`config.mk`:
```
export PLATFORM = sky130hd
export DESIGN_NAME = fvd_drive
export DESIGN_NICKNAME = d
export VERILOG_FILES = /design/src/fvd_pkg.sv /design/src/fvd_drive.sv
export VERILOG_INCLUDE_DIRS = /design/src
export SDC_FILE = /design/constraint.sdc
export NUM_CORES = 2
export LEC_CHECK = 0
export BUFFER_PORTS_ARGS = -buffer_cell sky130_fd_sc_hd__buf_2
export CORE_MARGIN = 5
export CORE_UTILIZATION = 45
export CTS_BUF_LIST = sky130_fd_sc_hd__clkbuf_8
export DETAILED_ROUTE_END_ITERATION = 8
export HOLD_SLACK_MARGIN = 0.08
export SYNTH_ARGS = -nofsm -noshare
export SYNTH_HDL_FRONTEND = slang
export SYNTH_SLANG_ARGS = --single-unit
export TNS_END_PERCENT = 1
```
`constraint.sdc`:
```
create_clock -name sys_clk_i -period 9.55 [get_ports sys_clk_i]
set_input_delay 1.91 -clock sys_clk_i [delete_from_list [all_inputs] [get_ports sys_clk_i]]
set_output_delay 1.91 -clock sys_clk_i [all_outputs]
set_load 0.02 [all_outputs]
```
`src/fvd_map.svh`:
```
`ifndef FVD_MAP_SVH
`define FVD_MAP_SVH

// object indices
`define FVD_IX_TPDO1_COMM   16'h1800
`define FVD_IX_TPDO1_MAP    16'h1a00
`define FVD_IX_TPDO2_MAP    16'h1a01
`define FVD_IX_LINK_LOSS    16'h6007
`define FVD_IX_ERROR        16'h603f
`define FVD_IX_COMMAND      16'h6040
`define FVD_IX_STATE        16'h6041
`define FVD_IX_TARGET       16'h6042
`define FVD_IX_DEMAND       16'h6043
`define FVD_IX_ACCEL        16'h604f
`define FVD_IX_SLOWDOWN     16'h6050
`define FVD_IX_FASTSTOP     16'h6051
`define FVD_IX_FS_REACT     16'h605a
`define FVD_IX_MODE         16'h6060
`define FVD_IX_MODE_DISP    16'h6061

// reset values and fixed constants
`define FVD_RST_MAP1_CNT    8'h02
`define FVD_RST_MAP1_E1     32'h60410010
`define FVD_RST_MAP1_E2     32'h60430010
`define FVD_RST_LINK_LOSS   16'h0002
`define FVD_RST_ACCEL       32'h00002710
`define FVD_RST_SLOWDOWN    32'h00002710
`define FVD_RST_FASTSTOP    32'h000003e8
`define FVD_RST_FS_REACT    16'h0002
`define FVD_MODE_VELOCITY   8'h02
`define FVD_RST_SPARE       8'h03
`define FVD_RST_TX_TYPE     8'hff
`define FVD_COMM_COUNT      8'h05
`define FVD_COB_BASE        32'h00000180
`define FVD_MAP_MAX         8'h04

// transmission types
`define FVD_TT_CYC_MAX      8'hf0
`define FVD_TT_ASYNC        8'hff

// command word fields
`define FVD_CW_SO           0
`define FVD_CW_EV           1
`define FVD_CW_QS           2
`define FVD_CW_EO           3
`define FVD_CW_RFG_EN       4
`define FVD_CW_RFG_UNLOCK   5
`define FVD_CW_RFG_REF      6
`define FVD_CW_FAULT_RST    7

// state word fields
`define FVD_SW_RTSO         0
`define FVD_SW_SON          1
`define FVD_SW_OPEN         2
`define FVD_SW_FAULT        3
`define FVD_SW_VOLT         4
`define FVD_SW_QSTOP_N      5
`define FVD_SW_SOD          6
`define FVD_SW_WARN         7
`define FVD_SW_REMOTE       9
`define FVD_SW_TGT_REACHED  10
`define FVD_SW_LIMIT        11

// timing
`define FVD_CLK_HZ          20000000
`define FVD_BASE_TICK_US    100
`define FVD_BASE_CYC        ((`FVD_CLK_HZ / 1000000) * `FVD_BASE_TICK_US)
`define FVD_MS_TICKS        10
`define FVD_COARSE_TICKS    1000
`define FVD_INHIBIT_STEP    10

`endif

```
`src/fvd_pkg.sv`:
```
package fvd_pkg;

  // one object-dictionary access, addressed to a node
  typedef struct packed {
    logic [6:0]  node;
    logic [15:0] index;
    logic [7:0]  sub;
    logic        wr;
    logic        rd;
    logic [31:0] wdata;
  } fvd_od_req_t;

  typedef struct packed {
    logic        ack;
    logic        err;
    logic [31:0] rdata;
  } fvd_od_rsp_t;

  // one process-data frame: four 16-bit slots and a byte count
  typedef struct packed {
    logic        valid;
    logic [3:0]  len;
    logic [63:0] data;
  } fvd_pdo_t;

  typedef enum logic [6:0] {
    FVD_ST_NOT_READY = 7'h01,
    FVD_ST_SW_ON_DIS = 7'h02,
    FVD_ST_READY     = 7'h04,
    FVD_ST_SWITCHED  = 7'h08,
    FVD_ST_OP_EN     = 7'h10,
    FVD_ST_QSTOP     = 7'h20,
    FVD_ST_FAULT     = 7'h40
  } fvd_state_t;

endpackage

```
`src/fvd_drive.sv`:
```
`include "fvd_map.svh"

module fvd_drive
  import fvd_pkg::*;
#(
  parameter int          MAX_RPM     = 1500,
  parameter logic [15:0] ERROR_CODE  = 16'h1000 // arbitrary fault code
) (
  input  wire logic        sys_clk_i,
  input  wire logic        rstn_i,
  input  wire fvd_od_req_t od_req_i,
  output fvd_od_rsp_t      od_rsp_o,
  input  wire logic [6:0]  node_address_setting_i,
  input  wire logic        time_resolution_setting_i,
  input  wire logic        sync_i,
  input  wire logic        link_lost_i,
  input  wire logic        fault_i,
  input  wire logic        warning_i,
  input  wire logic        remote_i,
  output fvd_pdo_t         tpdo1_o,
  output logic             power_enable_o,
  output logic [15:0]      speed_cmd_o
);

  if (MAX_RPM < 1 || MAX_RPM > 32767) begin : g_bad_rpm
    $error("MAX_RPM out of range");
  end

  localparam logic [32:0] RPM_STEP = 33'(MAX_RPM);
  localparam logic [11:0] BASE_CYC = 12'(`FVD_BASE_CYC);

  // object store
  logic [7:0]  map_cnt_reg [2];
  logic [31:0] map_reg     [2][4];
  logic [15:0] link_loss_reg, error_reg, command_reg, target_reg, demand_reg, fs_react_reg;
  logic [31:0] accel_reg, slowdown_reg, faststop_reg;
  logic [7:0]  tx_type_reg;
  logic [15:0] inhibit_reg, event_reg;
  fvd_state_t  state_reg, state_next;
  fvd_od_rsp_t rsp_reg;
  fvd_pdo_t    pdo_reg;

  // access decode: a request counts only at our own, valid node address
  wire node_ok   = (node_address_setting_i != 7'h00) &&
                   (od_req_i.node == node_address_setting_i);
  wire acc_wr    = node_ok & od_req_i.wr;
  wire acc_rd    = node_ok & od_req_i.rd & ~od_req_i.wr;
  wire [15:0] ix = od_req_i.index;
  wire [7:0]  sb = od_req_i.sub;
  wire [31:0] wd = od_req_i.wdata;
  wire sub0      = (sb == 8'h00);
  wire is_map1   = (ix == `FVD_IX_TPDO1_MAP);
  wire is_map2   = (ix == `FVD_IX_TPDO2_MAP);
  wire map_sel   = is_map2;
  wire map_hit   = (is_map1 | is_map2) && (sb <= `FVD_MAP_MAX);
  wire is_comm   = (ix == `FVD_IX_TPDO1_COMM) && (sb <= `FVD_COMM_COUNT);
  wire is_ramp   = (ix == `FVD_IX_ACCEL) | (ix == `FVD_IX_SLOWDOWN) | (ix == `FVD_IX_FASTSTOP);

  // write checks: ramp zero refused in coarse units, inhibit must be a multiple of ten
  wire ramp_bad  = is_ramp & sub0 & time_resolution_setting_i & (wd == 32'h0);
  wire inh_bad   = is_comm & (sb == 8'h03) &
                   ((wd[15:0] % 16'(`FVD_INHIBIT_STEP)) != 16'h0);
  wire cnt_bad   = map_hit & sub0 & (wd[7:0] > `FVD_MAP_MAX);
  wire rw_obj    = map_hit | (is_comm & (sb >= 8'h02)) |
                   (sub0 & (is_ramp | ix == `FVD_IX_LINK_LOSS | ix == `FVD_IX_COMMAND |
                            ix == `FVD_IX_TARGET | ix == `FVD_IX_FS_REACT));
  wire wr_ok     = acc_wr & rw_obj & ~ramp_bad & ~inh_bad & ~cnt_bad;
  wire cw_wr     = wr_ok & (ix == `FVD_IX_COMMAND);

  // command word decode
  wire [15:0] cw      = command_reg;
  wire cmd_dis_v      = ~cw[`FVD_CW_EV];
  wire cmd_qstop      = cw[`FVD_CW_EV] & ~cw[`FVD_CW_QS];
  wire cmd_shutdown   = cw[`FVD_CW_EV] & cw[`FVD_CW_QS] & ~cw[`FVD_CW_SO];
  wire cmd_switch_on  = cw[`FVD_CW_EV] & cw[`FVD_CW_QS] & cw[`FVD_CW_SO] & ~cw[`FVD_CW_EO];
  wire cmd_enable     = cw[`FVD_CW_EV] & cw[`FVD_CW_QS] & cw[`FVD_CW_SO] & cw[`FVD_CW_EO];
  logic fault_rst_prev;
  wire fault_rst_rise = cw[`FVD_CW_FAULT_RST] & ~fault_rst_prev;

  // link loss and quick-stop option decode
  logic link_prev;
  wire link_evt    = link_lost_i & ~link_prev;
  wire link_volt   = link_evt & (link_loss_reg == 16'h0002);
  wire link_qs     = link_evt & (link_loss_reg == 16'h0003);
  wire qs_disable  = (fs_react_reg == 16'h0000);
  wire qs_fast     = (fs_react_reg == 16'h0002) | (fs_react_reg == 16'h0006);
  wire qs_hold     = (fs_react_reg == 16'h0005) | (fs_react_reg == 16'h0006);
  wire powered     = (state_reg == FVD_ST_READY) | (state_reg == FVD_ST_SWITCHED) |
                     (state_reg == FVD_ST_OP_EN) | (state_reg == FVD_ST_QSTOP);

  // ramp goal and limit
  wire signed [15:0] tgt_s   = target_reg;
  wire signed [15:0] dem_s   = demand_reg;
  wire signed [15:0] max_s   = 16'(MAX_RPM);
  wire signed [15:0] tgt_lim = (tgt_s > max_s) ? max_s : (tgt_s < -max_s) ? -max_s : tgt_s;
  wire over_limit            = (tgt_s != tgt_lim);
  wire in_op                 = (state_reg == FVD_ST_OP_EN);
  wire rfg_zero              = ~(in_op | (state_reg == FVD_ST_QSTOP)) |
                               (in_op & ~cw[`FVD_CW_RFG_EN]) |
                               ((state_reg == FVD_ST_QSTOP) & qs_disable);
  wire rfg_hold              = in_op & ~cw[`FVD_CW_RFG_UNLOCK];
  wire signed [15:0] goal    = (in_op & cw[`FVD_CW_RFG_REF]) ? tgt_lim : 16'sh0;
  wire toward_zero           = (dem_s > 0 && goal < dem_s) || (dem_s < 0 && goal > dem_s);
  wire [31:0] ramp_t         = (state_reg == FVD_ST_QSTOP) ?
                               (qs_fast ? faststop_reg : slowdown_reg) :
                               (toward_zero ? slowdown_reg : accel_reg);
  wire at_goal               = (dem_s == goal);

  // time base: 100us ticks, then 1ms or 100ms ramp units
  logic [11:0] base_cnt;
  logic [9:0]  unit_cnt;
  logic [3:0]  ms_cnt;
  wire base_tick  = (base_cnt == BASE_CYC - 12'h1);
  wire [9:0] unit_max = time_resolution_setting_i ? 10'(`FVD_COARSE_TICKS - 1) :
                                                    10'(`FVD_MS_TICKS - 1);
  wire unit_tick  = base_tick & (unit_cnt >= unit_max);
  wire ms_tick    = base_tick & (ms_cnt == 4'(`FVD_MS_TICKS - 1));

  // accumulator: full-scale speed change takes one ramp time
  logic [32:0] acc_reg;
  wire [32:0] acc_add  = (unit_tick & ~at_goal) ? acc_reg + RPM_STEP : acc_reg;
  wire step_now        = ~at_goal & ~rfg_hold & ({1'b0, ramp_t} <= acc_add);
  wire [32:0] acc_next = at_goal ? 33'h0 : step_now ? acc_add - {1'b0, ramp_t} : acc_add;
  wire signed [15:0] dem_step = (ramp_t == 32'h0) ? goal :
                                (goal > dem_s) ? dem_s + 16'sh1 : dem_s - 16'sh1;
  wire [15:0] demand_next = rfg_zero ? 16'h0 : step_now ? dem_step : demand_reg;

  // drive state machine
  always_comb begin
    state_next = state_reg;
    case (state_reg)
      FVD_ST_NOT_READY: state_next = FVD_ST_SW_ON_DIS;
      FVD_ST_SW_ON_DIS: if (cmd_shutdown) state_next = FVD_ST_READY;
      FVD_ST_READY: begin
        if (cmd_dis_v | cmd_qstop) state_next = FVD_ST_SW_ON_DIS;
        else if (cmd_switch_on) state_next = FVD_ST_SWITCHED;
        else if (cmd_enable) state_next = FVD_ST_OP_EN;
      end
      FVD_ST_SWITCHED: begin
        if (cmd_dis_v | cmd_qstop) state_next = FVD_ST_SW_ON_DIS;
        else if (cmd_shutdown) state_next = FVD_ST_READY;
        else if (cmd_enable) state_next = FVD_ST_OP_EN;
      end
      FVD_ST_OP_EN: begin
        if (cmd_dis_v) state_next = FVD_ST_SW_ON_DIS;
        else if (cmd_qstop) state_next = qs_disable ? FVD_ST_SW_ON_DIS : FVD_ST_QSTOP;
        else if (cmd_shutdown) state_next = FVD_ST_READY;
        else if (cmd_switch_on) state_next = FVD_ST_SWITCHED;
      end
      FVD_ST_QSTOP: begin
        if (cmd_dis_v | qs_disable) state_next = FVD_ST_SW_ON_DIS;
        else if (qs_hold & cw_wr & (wd[3:0] == 4'hf)) state_next = FVD_ST_OP_EN;
        else if (~qs_hold & (demand_reg == 16'h0)) state_next = FVD_ST_SW_ON_DIS;
      end
      FVD_ST_FAULT: if (fault_rst_rise & ~fault_i) state_next = FVD_ST_SW_ON_DIS;
      default: state_next = FVD_ST_NOT_READY;
    endcase
    // overrides: fault first, then the link-loss reaction
    if (fault_i) state_next = FVD_ST_FAULT;
    else if (link_volt & powered) state_next = FVD_ST_SW_ON_DIS;
    else if (link_qs & in_op) state_next = qs_disable ? FVD_ST_SW_ON_DIS : FVD_ST_QSTOP;
  end

  // state word image of the current state
  wire [15:0] sw_now = {4'h0,
                        over_limit,
                        at_goal & ~rfg_zero,
                        remote_i,
                        1'b0,
                        warning_i,
                        state_reg == FVD_ST_SW_ON_DIS,
                        state_reg != FVD_ST_QSTOP,
                        powered,
                        state_reg == FVD_ST_FAULT,
                        in_op | (state_reg == FVD_ST_QSTOP),
                        in_op | (state_reg == FVD_ST_SWITCHED) | (state_reg == FVD_ST_QSTOP),
                        powered};

  // object values for process-data mapping
  function automatic logic [15:0] fvd_obj16(input logic [15:0] idx);
    case (idx)
      `FVD_IX_STATE:     fvd_obj16 = sw_now;
      `FVD_IX_DEMAND:    fvd_obj16 = demand_reg;
      `FVD_IX_COMMAND:   fvd_obj16 = command_reg;
      `FVD_IX_TARGET:    fvd_obj16 = target_reg;
      `FVD_IX_ERROR:     fvd_obj16 = error_reg;
      `FVD_IX_LINK_LOSS: fvd_obj16 = link_loss_reg;
      `FVD_IX_FS_REACT:  fvd_obj16 = fs_react_reg;
      default:           fvd_obj16 = 16'h0;
    endcase
  endfunction

  // pack the mapped slots of the first transmit object
  wire [63:0] pdo_data;
  genvar g;
  generate
    for (g = 0; g < 4; g++) begin : g_slot
      logic [15:0] slot;
      // always_comb follows what the function reads; a plain assign would go stale
      always_comb begin
        slot = (map_cnt_reg[0] > 8'(g)) ? fvd_obj16(map_reg[0][g][31:16]) : 16'h0;
      end
      assign pdo_data[16*g +: 16] = slot;
    end
  endgenerate

  // transmit triggering
  logic [7:0]  sync_cnt;
  logic [15:0] inhibit_cnt, event_cnt;
  logic [63:0] last_sent;
  logic        pending;
  wire tt_acyc   = (tx_type_reg == 8'h00);
  wire tt_cyc    = (tx_type_reg != 8'h00) && (tx_type_reg <= `FVD_TT_CYC_MAX);
  wire tt_async  = (tx_type_reg == `FVD_TT_ASYNC);
  wire changed   = (pdo_data != last_sent);
  wire cyc_due   = sync_i & tt_cyc & (sync_cnt + 8'h1 >= tx_type_reg);
  wire acyc_due  = sync_i & tt_acyc & changed;
  wire event_due = tt_async & (event_reg != 16'h0) & ms_tick & (event_cnt + 16'h1 >= event_reg);
  wire async_due = tt_async & changed;
  wire want_tx   = (pending | cyc_due | acyc_due | async_due | event_due) &
                   (map_cnt_reg[0] != 8'h0);
  wire send_now  = want_tx & (inhibit_cnt == 16'h0);

  // read-back multiplexer
  logic [31:0] rd_val;
  logic        rd_hit;
  always_comb begin
    rd_val = 32'h0;
    rd_hit = sub0;
    if (map_hit) begin
      rd_hit = 1'b1;
      rd_val = sub0 ? {24'h0, map_cnt_reg[map_sel]} : map_reg[map_sel][sb[1:0] - 2'h1];
    end else if (is_comm) begin
      rd_hit = 1'b1;
      case (sb)
        8'h00:   rd_val = {24'h0, `FVD_COMM_COUNT};
        8'h01:   rd_val = `FVD_COB_BASE + {25'h0, node_address_setting_i};
        8'h02:   rd_val = {24'h0, tx_type_reg};
        8'h03:   rd_val = {16'h0, inhibit_reg};
        8'h04:   rd_val = {24'h0, `FVD_RST_SPARE};
        default: rd_val = {16'h0, event_reg};
      endcase
    end else begin
      case (ix)
        `FVD_IX_ACCEL:     rd_val = accel_reg;
        `FVD_IX_SLOWDOWN:  rd_val = slowdown_reg;
        `FVD_IX_FASTSTOP:  rd_val = faststop_reg;
        `FVD_IX_STATE:     rd_val = {16'h0, sw_now};
        `FVD_IX_MODE,
        `FVD_IX_MODE_DISP: rd_val = {24'h0, `FVD_MODE_VELOCITY};
        default: begin
          rd_val = {16'h0, fvd_obj16(ix)};
          rd_hit = sub0 & ((ix == `FVD_IX_DEMAND) | (ix == `FVD_IX_ERROR) | rw_obj);
        end
      endcase
    end
  end

  // access answer: one cycle after the request, writes refused show err
  always_ff @(posedge sys_clk_i) begin
    if (!rstn_i) begin
      rsp_reg <= '0;
    end else begin
      rsp_reg.ack   <= acc_wr | acc_rd;
      rsp_reg.err   <= (acc_wr & ~wr_ok) | (acc_rd & ~rd_hit);
      rsp_reg.rdata <= (acc_rd & rd_hit) ? rd_val : 32'h0;
    end
  end

  // mapping objects
  always_ff @(posedge sys_clk_i) begin
    if (!rstn_i) begin
      map_cnt_reg[0] <= `FVD_RST_MAP1_CNT;
      map_cnt_reg[1] <= 8'h00;
      for (int i = 0; i < 4; i++) begin
        map_reg[0][i] <= (i == 0) ? `FVD_RST_MAP1_E1 : (i == 1) ? `FVD_RST_MAP1_E2 : 32'h0;
        map_reg[1][i] <= 32'h0;
      end
    end else if (wr_ok & map_hit) begin
      if (sub0) map_cnt_reg[map_sel] <= wd[7:0];
      else map_reg[map_sel][sb[1:0] - 2'h1] <= wd;
    end
  end

  // parameter objects written by the master
  always_ff @(posedge sys_clk_i) begin
    if (!rstn_i) begin
      link_loss_reg <= `FVD_RST_LINK_LOSS;
      command_reg   <= 16'h0;
      target_reg    <= 16'h0;
      accel_reg     <= `FVD_RST_ACCEL;
      slowdown_reg  <= `FVD_RST_SLOWDOWN;
      faststop_reg  <= `FVD_RST_FASTSTOP;
      fs_react_reg  <= `FVD_RST_FS_REACT;
      tx_type_reg   <= `FVD_RST_TX_TYPE;
      inhibit_reg   <= 16'h0;
      event_reg     <= 16'h0;
    end else if (wr_ok & ~map_hit) begin
      if (is_comm && sb == 8'h02) tx_type_reg <= wd[7:0];
      if (is_comm && sb == 8'h03) inhibit_reg <= wd[15:0];
      if (is_comm && sb == 8'h05) event_reg <= wd[15:0];
      if (!is_comm) begin
        case (ix)
          `FVD_IX_LINK_LOSS: link_loss_reg <= wd[15:0];
          `FVD_IX_COMMAND:   command_reg <= wd[15:0];
          `FVD_IX_TARGET:    target_reg <= wd[15:0];
          `FVD_IX_ACCEL:     accel_reg <= wd;
          `FVD_IX_SLOWDOWN:  slowdown_reg <= wd;
          `FVD_IX_FASTSTOP:  faststop_reg <= wd;
          `FVD_IX_FS_REACT:  fs_react_reg <= wd[15:0];
          default:           fs_react_reg <= fs_react_reg;
        endcase
      end
    end
  end

  // drive state, error code and ramp
  always_ff @(posedge sys_clk_i) begin
    if (!rstn_i) begin
      state_reg      <= FVD_ST_NOT_READY;
      error_reg      <= 16'h0;
      demand_reg     <= 16'h0;
      acc_reg        <= 33'h0;
      fault_rst_prev <= 1'b0;
      link_prev      <= 1'b0;
    end else begin
      state_reg      <= state_next;
      demand_reg     <= demand_next;
      acc_reg        <= rfg_zero ? 33'h0 : acc_next;
      fault_rst_prev <= cw[`FVD_CW_FAULT_RST];
      link_prev      <= link_lost_i;
      if (fault_i) error_reg <= ERROR_CODE;
      else if (state_reg == FVD_ST_FAULT && state_next != FVD_ST_FAULT) error_reg <= 16'h0;
    end
  end

  // time base counters
  always_ff @(posedge sys_clk_i) begin
    if (!rstn_i) begin
      base_cnt <= 12'h0;
      unit_cnt <= 10'h0;
      ms_cnt   <= 4'h0;
    end else begin
      base_cnt <= base_tick ? 12'h0 : base_cnt + 12'h1;
      if (base_tick) unit_cnt <= (unit_cnt >= unit_max) ? 10'h0 : unit_cnt + 10'h1;
      if (base_tick) ms_cnt <= ms_tick ? 4'h0 : ms_cnt + 4'h1;
    end
  end

  // transmit scheduling; the inhibit window holds back, never drops, a request
  always_ff @(posedge sys_clk_i) begin
    if (!rstn_i) begin
      sync_cnt    <= 8'h0;
      inhibit_cnt <= 16'h0;
      event_cnt   <= 16'h0;
      last_sent   <= 64'h0;
      pending     <= 1'b0;
      pdo_reg     <= '0;
    end else begin
      if (sync_i & tt_cyc) sync_cnt <= cyc_due ? 8'h0 : sync_cnt + 8'h1;
      if (ms_tick) event_cnt <= event_due ? 16'h0 : event_cnt + 16'h1;
      if (send_now) inhibit_cnt <= inhibit_reg;
      else if (base_tick && inhibit_cnt != 16'h0) inhibit_cnt <= inhibit_cnt - 16'h1;
      pending       <= want_tx & ~send_now;
      pdo_reg.valid <= send_now;
      if (send_now) begin
        pdo_reg.data <= pdo_data;
        pdo_reg.len  <= {map_cnt_reg[0][2:0], 1'b0};
        last_sent    <= pdo_data;
      end
    end
  end

  // drive-side outputs
  always_ff @(posedge sys_clk_i) begin
    if (!rstn_i) begin
      power_enable_o <= 1'b0;
      speed_cmd_o    <= 16'h0;
    end else begin
      power_enable_o <= in_op | (state_reg == FVD_ST_QSTOP);
      speed_cmd_o    <= demand_reg;
    end
  end

  assign od_rsp_o = rsp_reg;
  assign tpdo1_o  = pdo_reg;

endmodule

```
# Word-level counts from Yosys, hierarchy flattened

Memories as Yosys holds them, arrays and structs flattened.
Index checks and enable logic that the tools add are counted.

Memories: 2
Input bits: 80
Flip-flop bits (word level): 445
RAM bits: 272
Output and inout port bits: 120
Word-level logic and storage cells: 372

Reductions and logical operators: 46
Eq/ne operators: 70
Divide/modulo/power cells: 1
$add $sub $neg: 12
Order comparisons: 21
Multiplexer cells: 75
Bitwise operators: 114

Memory list:

| memory      | depth | width | read ports | clocked after memory_dff | wr ports | line            | source |
|---|---|---|---|---|---|---|---|
| map_reg     | 2     | 128   | 2          | 0                        | 2        | fvd_drive.sv:34 | `logic [31:0] map_reg [2][4];` |
| map_cnt_reg | 2     | 8     | 2          | 0                        | 2        | fvd_drive.sv:33 | `logic [7:0] map_cnt_reg [2];` |

Operators by type and width:

| operator                                               | number |
|---|---|
| equality test 16 x 15 -> 1 bit (second input constant) | 40 |
| one-hot mux 16 bit (7 select lines)                    | 4 |
| two-way mux 128 bit                                    | 3 |
| two-way mux 32 bit                                     | 9 |
| two-way mux 16 bit                                     | 12 |
| one-hot mux 32 bit (5 select lines)                    | 1 |
| OR reduction 128 bit                                   | 1 |
| two-way mux 7 bit                                      | 17 |
| one-hot mux 16 bit (6 select lines)                    | 1 |
| one-hot mux 16 bit (5 select lines)                    | 1 |
| two-way mux 33 bit                                     | 2 |
| binary-select mux 32 bit (select 2 bit)                | 1 |
| demux 32 bit (select 2 bit)                            | 1 |
| logical NOT 32 bit                                     | 2 |
| != test 64 bit                                         | 1 |
| bitwise AND 1 bit                                      | 60 |
| one-hot mux 7 bit (7 select lines)                     | 1 |
| equality test 16 x 13 -> 1 bit (second input constant) | 3 |
| equality test 16 x 2 -> 1 bit (second input constant)  | 3 |
| logical NOT 16 bit                                     | 3 |
| nonzero test 16 bit                                    | 3 |
| adder 33 x 11 -> 33 bit (second input constant)        | 1 |
| less-or-equal comparator 32 x 33 -> 1 bit              | 1 |
| subtractor 33 x 32 -> 33 bit                           | 1 |
| other kinds (68)                                       | 167 |

# Longest topological paths before layout

Word-level depth: 26
Mapped depth: 48
Depth with buffers taken out: 43

# Least setup slack after synthesis

OpenSTA, ideal clock, no wires.

Path type: register to register
Start: reg target_reg[3]
End: reg demand_reg[10], in the netlist dem_s[10]
Library setup time: 86 ps
Arrival: 8560 ps
Path buffers: 6
Path slack: 904 ps
Cell stages (with the launch flop): 48
Period minus slack after synthesis: 8646 ps
Data required time: 9464 ps
Cell sequence: dfxtp_1 > clkbuf_1 > or4_1 > o32a_1 > o21a_1 > o211ai_1 > ha_1 > nor2_1 > and2_1 > ha_1 > nor2b_1 > o21a_1 > o21a_1 > o21a_1 > o21a_1 > o21a_1 > o21ai_0 > a211oi_1 > (+12 left out) > nor2b_1 > o21ai_0 > a21boi_0 > o21ai_0 > a21oi_1 > o21ai_0 > nand2b_1 > a211o_1 > a21oi_1 > a31o_2 > a21oi_1 > a221o_1 > nand3_1 > a31oi_1 > clkbuf_1 > buf_1 > clkbuf_1 > a211oi_1

Cells in the longest elaborated chain, start to end: 11
Elaborated cells on any way between the ends: 22
Those cells by class: order compare: 5; eq/ne: 1; mux: 8; bitwise: 4; reduce/logical: 4

Ends and longest elaborated chain:

| what                                                                            | line                               | source |
|---|---|---|
| start, declared                                                                 | fvd_drive.sv:35                    | `logic [15:0] link_loss_reg, error_reg, command_reg, target_reg, demand_reg, fs_react_reg;` |
| start signal, assigned                                                          | fvd_drive.sv:306                   | `` `FVD_IX_TARGET: target_reg <= wd[15:0]; `` |
| < comparator 16 x 12 -> 1 bit                                                   | fvd_drive.sv:95                    | `wire signed [15:0] tgt_lim = (tgt_s > max_s) ? max_s : (tgt_s < -max_s) ? -max_s : tgt_s;` |
| two-way mux 16 bit                                                              | fvd_drive.sv:95                    |  |
| two-way mux 16 bit (*)                                                          | fvd_drive.sv:95                    |  |
| two-way mux 16 bit (*)                                                          | fvd_drive.sv:102                   | `` wire signed [15:0] goal = (in_op & cw[`FVD_CW_RFG_REF]) ? tgt_lim : 16'sh0; `` |
| < comparator 16 bit or greater-than comparator 16 bit (tied branches)           | fvd_drive.sv:103, fvd_drive.sv:125 |  |
| logical AND 1 bit                                                               | fvd_drive.sv:103                   | `wire toward_zero = (dem_s > 0 && goal < dem_s) \|\| (dem_s < 0 && goal > dem_s);` |
| logical OR 1 bit                                                                | fvd_drive.sv:103                   |  |
| two-way mux 32 bit                                                              | fvd_drive.sv:106                   | `(toward_zero ? slowdown_reg : accel_reg);` |
| two-way mux 32 bit                                                              | fvd_drive.sv:104                   | `wire [31:0] ramp_t = (state_reg == FVD_ST_QSTOP) ?` |
| less-or-equal comparator 32 x 33 -> 1 bit or logical NOT 32 bit (tied branches) | fvd_drive.sv:122, fvd_drive.sv:124 |  |
| bitwise AND 1 bit or two-way mux 16 bit (tied branches)                         | fvd_drive.sv:122, fvd_drive.sv:124 |  |
| end signal, assigned                                                            | fvd_drive.sv:328                   | `demand_reg <= demand_next;` |
| end, declared                                                                   | fvd_drive.sv:35                    |  |

Every way passes the cells marked *; elsewhere a longest branch is shown, timed or not.
A chain may end at the register's enable or synchronous reset.

# Worst setup path after layout

Start: reg target_reg[7]
End: reg demand_reg[0], in the netlist dem_s[0]

Same word-level chain as after synthesis.

==> flow_summary.json <==
{
  "period_needed_ps": 8910,
  "hp-class": "reg2reg",
  "drc": 16,
  "period_share_pct": 93.3,
  "num_vias": 38000,
  "cts.path.max_buffers": 3,
  "power-per-cell-area_nw_per_um2": 142,
  "path_class": "reg2reg",
  "wl_per_cell_um": 27.1,
  "io_buffers": 198,
  "cap_violations": 0,
  "yosysUniqueCellTypes": 116,
  "coreArea_um2": 93200,
  "start_util_pct": 45.2,
  "syn_avg_cell_area_um2": 9.12,
  "max_stage_delay_ps": 490,
  "ir_drop_mv": 0.121,
  "dp_hpwl_mm": 117,
  "clock.fmax_mhz": 112,
  "synth_common_cells": "dfxtp_1, nand2_1, nor2_1, edfxtp_1, clkbuf_1",
  "power_leakage_nw": 17.2,
  "async_reset_ff_share_pct": 0,
  "postRouteAntennaNets": 0,
  "critPathCaptureType": "flip-flop",
  "yosys-top-cells-area": "dfxtp_1, edfxtp_1, nand2_1, mux4_2, nor2_1",
  "cts_tree": "built",
  "design.die.area_um2": 99900,
  "synth_top_area_cell": "dfxtp_1",
  "antenna_found_initial": 8,
  "ios": 200,
  "groute.usage.overall_pct": 31.9,
  "crit_family": "compound AO/OA/AOI/OAI gates",
  "status": "complete, but fails checks",
  "area_delta_synth_final_pct": 11.5,
  "worstMarginPinSlew_ps": 1400,
  "finalWirelength_mm": 164,
  "die_x_um": 316,
  "drv_slew": 0,
  "max_slew_margin_pct": 6.05,
  "met1_usage_pct": 43.0,
  "grtUsageMet3_pct": 7.33,
  "clock_skew_ps": 50.3,
  "slowest_stage": "or4_1",
  "grt_setup_unrepaired": "no",
  "drtIter0Drc": 4999,
  "violations": "design-rule violations",
  "finalHoldViolCount": 0,
  "largest_reg_flops": 256,
  "setup_slack_ps": 641,
  "fin_tns_setup_ps": 0,
  "crit_arrival_ps": 9640,
  "synth_ff_type": "dfxtp_1",
  "ys_warn_count": 0,
  "root_buffer": "clkbuf_8",
  "htreeDepth": 4,
  "rows": 112,
  "busiest_layer": "met2",
  "cts_buffers": 132,
  "insertion_delay_ps": 840,
  "clock-sinks": 717,
  "overflow": 0,
  "worst_path_most_repeated_cell": "o21a_1",
  "gp_congestion": 0.995,
  "crit_required_ps": 10280,
  "finish.net_count": 4906,
  "grt_pass1_wl_mm": 239,
  "layout-drive-gt1-share_pct": 15.9,
  "yosysMostFrequentCell": "dfxtp_1",
  "grt_util_met2_pct": 48.1,
  "total_power_mw": 6.70,
  "start_kind": "flip-flop",
  "synth_area_um2": 42200,
  "synth_cells": 4621,
  "critPathMaxFanout": 73,
  "synth.top_cell.area_share_pct": 21.1,
  "synth_edf_count": 272,
  "cp_num_buf_inv": 4,
  "firstDrtPassIters": 9,
  "routed_via_density": 6.26,
  "die_height_um": 316,
  "clkTransAtPathRegs_ps": 60,
  "grt_max_degree": 158,
  "dp_slack_ps": 544,
  "first_global_vias": 35300,
  "setup_viol": 0,
  "yosysSeqAreaShare_pct": 40.5,
  "ys_ff_latch": 717
}
[layout by cell type, fill, tap and decap left out, drive strengths merged, types with 99 or more instances in the layout]
master	instances
ha	109
clkbuf	152
a21oi	246
o21ai	234
mux2i	103
edfxtp	272
and2	203
dfxtp	445
buf	309
xnor2	99
nor3	170
nand2	397
nor2	381
inv	203
nand3	223
[area by class of cell]
cell class | instances | area [um^2]
Fill cell | 8903 | 46200
Multi-Input combinational cell | 3402 | 23300
Sequential cell | 717 | 17100
Clock buffer | 151 | 2080
Timing Repair Buffer | 310 | 1880
Tap cell | 1254 | 1570
Inverter | 152 | 576
Clock inverter | 84 | 509
Antenna cell | 4 | 10.0
[power breakdown]
group / internal [mW] / switching, mW / total [mW]
Clock: 1.52 / 1.41 / 2.93
Combinational: 0.154 / 0.347 / 0.501
Sequential: 3.23 / 0.0353 / 3.27
Total: 4.91 / 1.79 / 6.70
[logic make-up (layout without fill, tap and decap cells)]
family	after synthesis	in the layout	synth area share [%]
muxes	221	221	7.34
xor gates and xnor gates	196	196	4.14
other	1	15	0.00889
AOI/OAI and AO/OA	1055	1055	17.2
and+or+nand+nor	1808	1808	22.5
DFF	717	717	40.5
adders and majority gates	111	111	3.33
buffers and inverters	512	697	4.96
[metrics by stage]
step	hold slack (ps)	instances	utilization, %	instance area, um^2
2_1_floorplan	413	4631	-	42200
3_3_place_gp	426	5835	47.7	44400
3_5_place_dp	433	5835	47.7	44400
4_1_cts	441	6070	50.4	47000
5_1_grt	459	6071	50.5	47000
6_report	446	6074	50.5	47000
[layer usage]
metal	vias up	wire length, um	share of wire [%]
li1	17300	-	-
met1	18300	67300	41
met2	1990	70800	43
met3	431	16200	9.9
met4	6	10000	6.1
met5	-	46	0.028
[path summary, 6_finish.rpt]
path                  from     endpoint  slack [ps]  depth (start not counted)
max          target_reg[7]     dem_s[0]         640                         43
min            base_cnt[0]  base_cnt[0]         450                          1
max reg2reg  target_reg[7]     dem_s[0]         640                         43
min reg2reg    base_cnt[0]  base_cnt[0]         450                          1
[what timing repair did]
item,4_1_cts,5_1_grt
setup buffers,0,0
hold buffers,0,0
resized for setup,0,3
setup endpoints to repair,0,47
No activity file was read; power rests on OpenSTA's default activity.
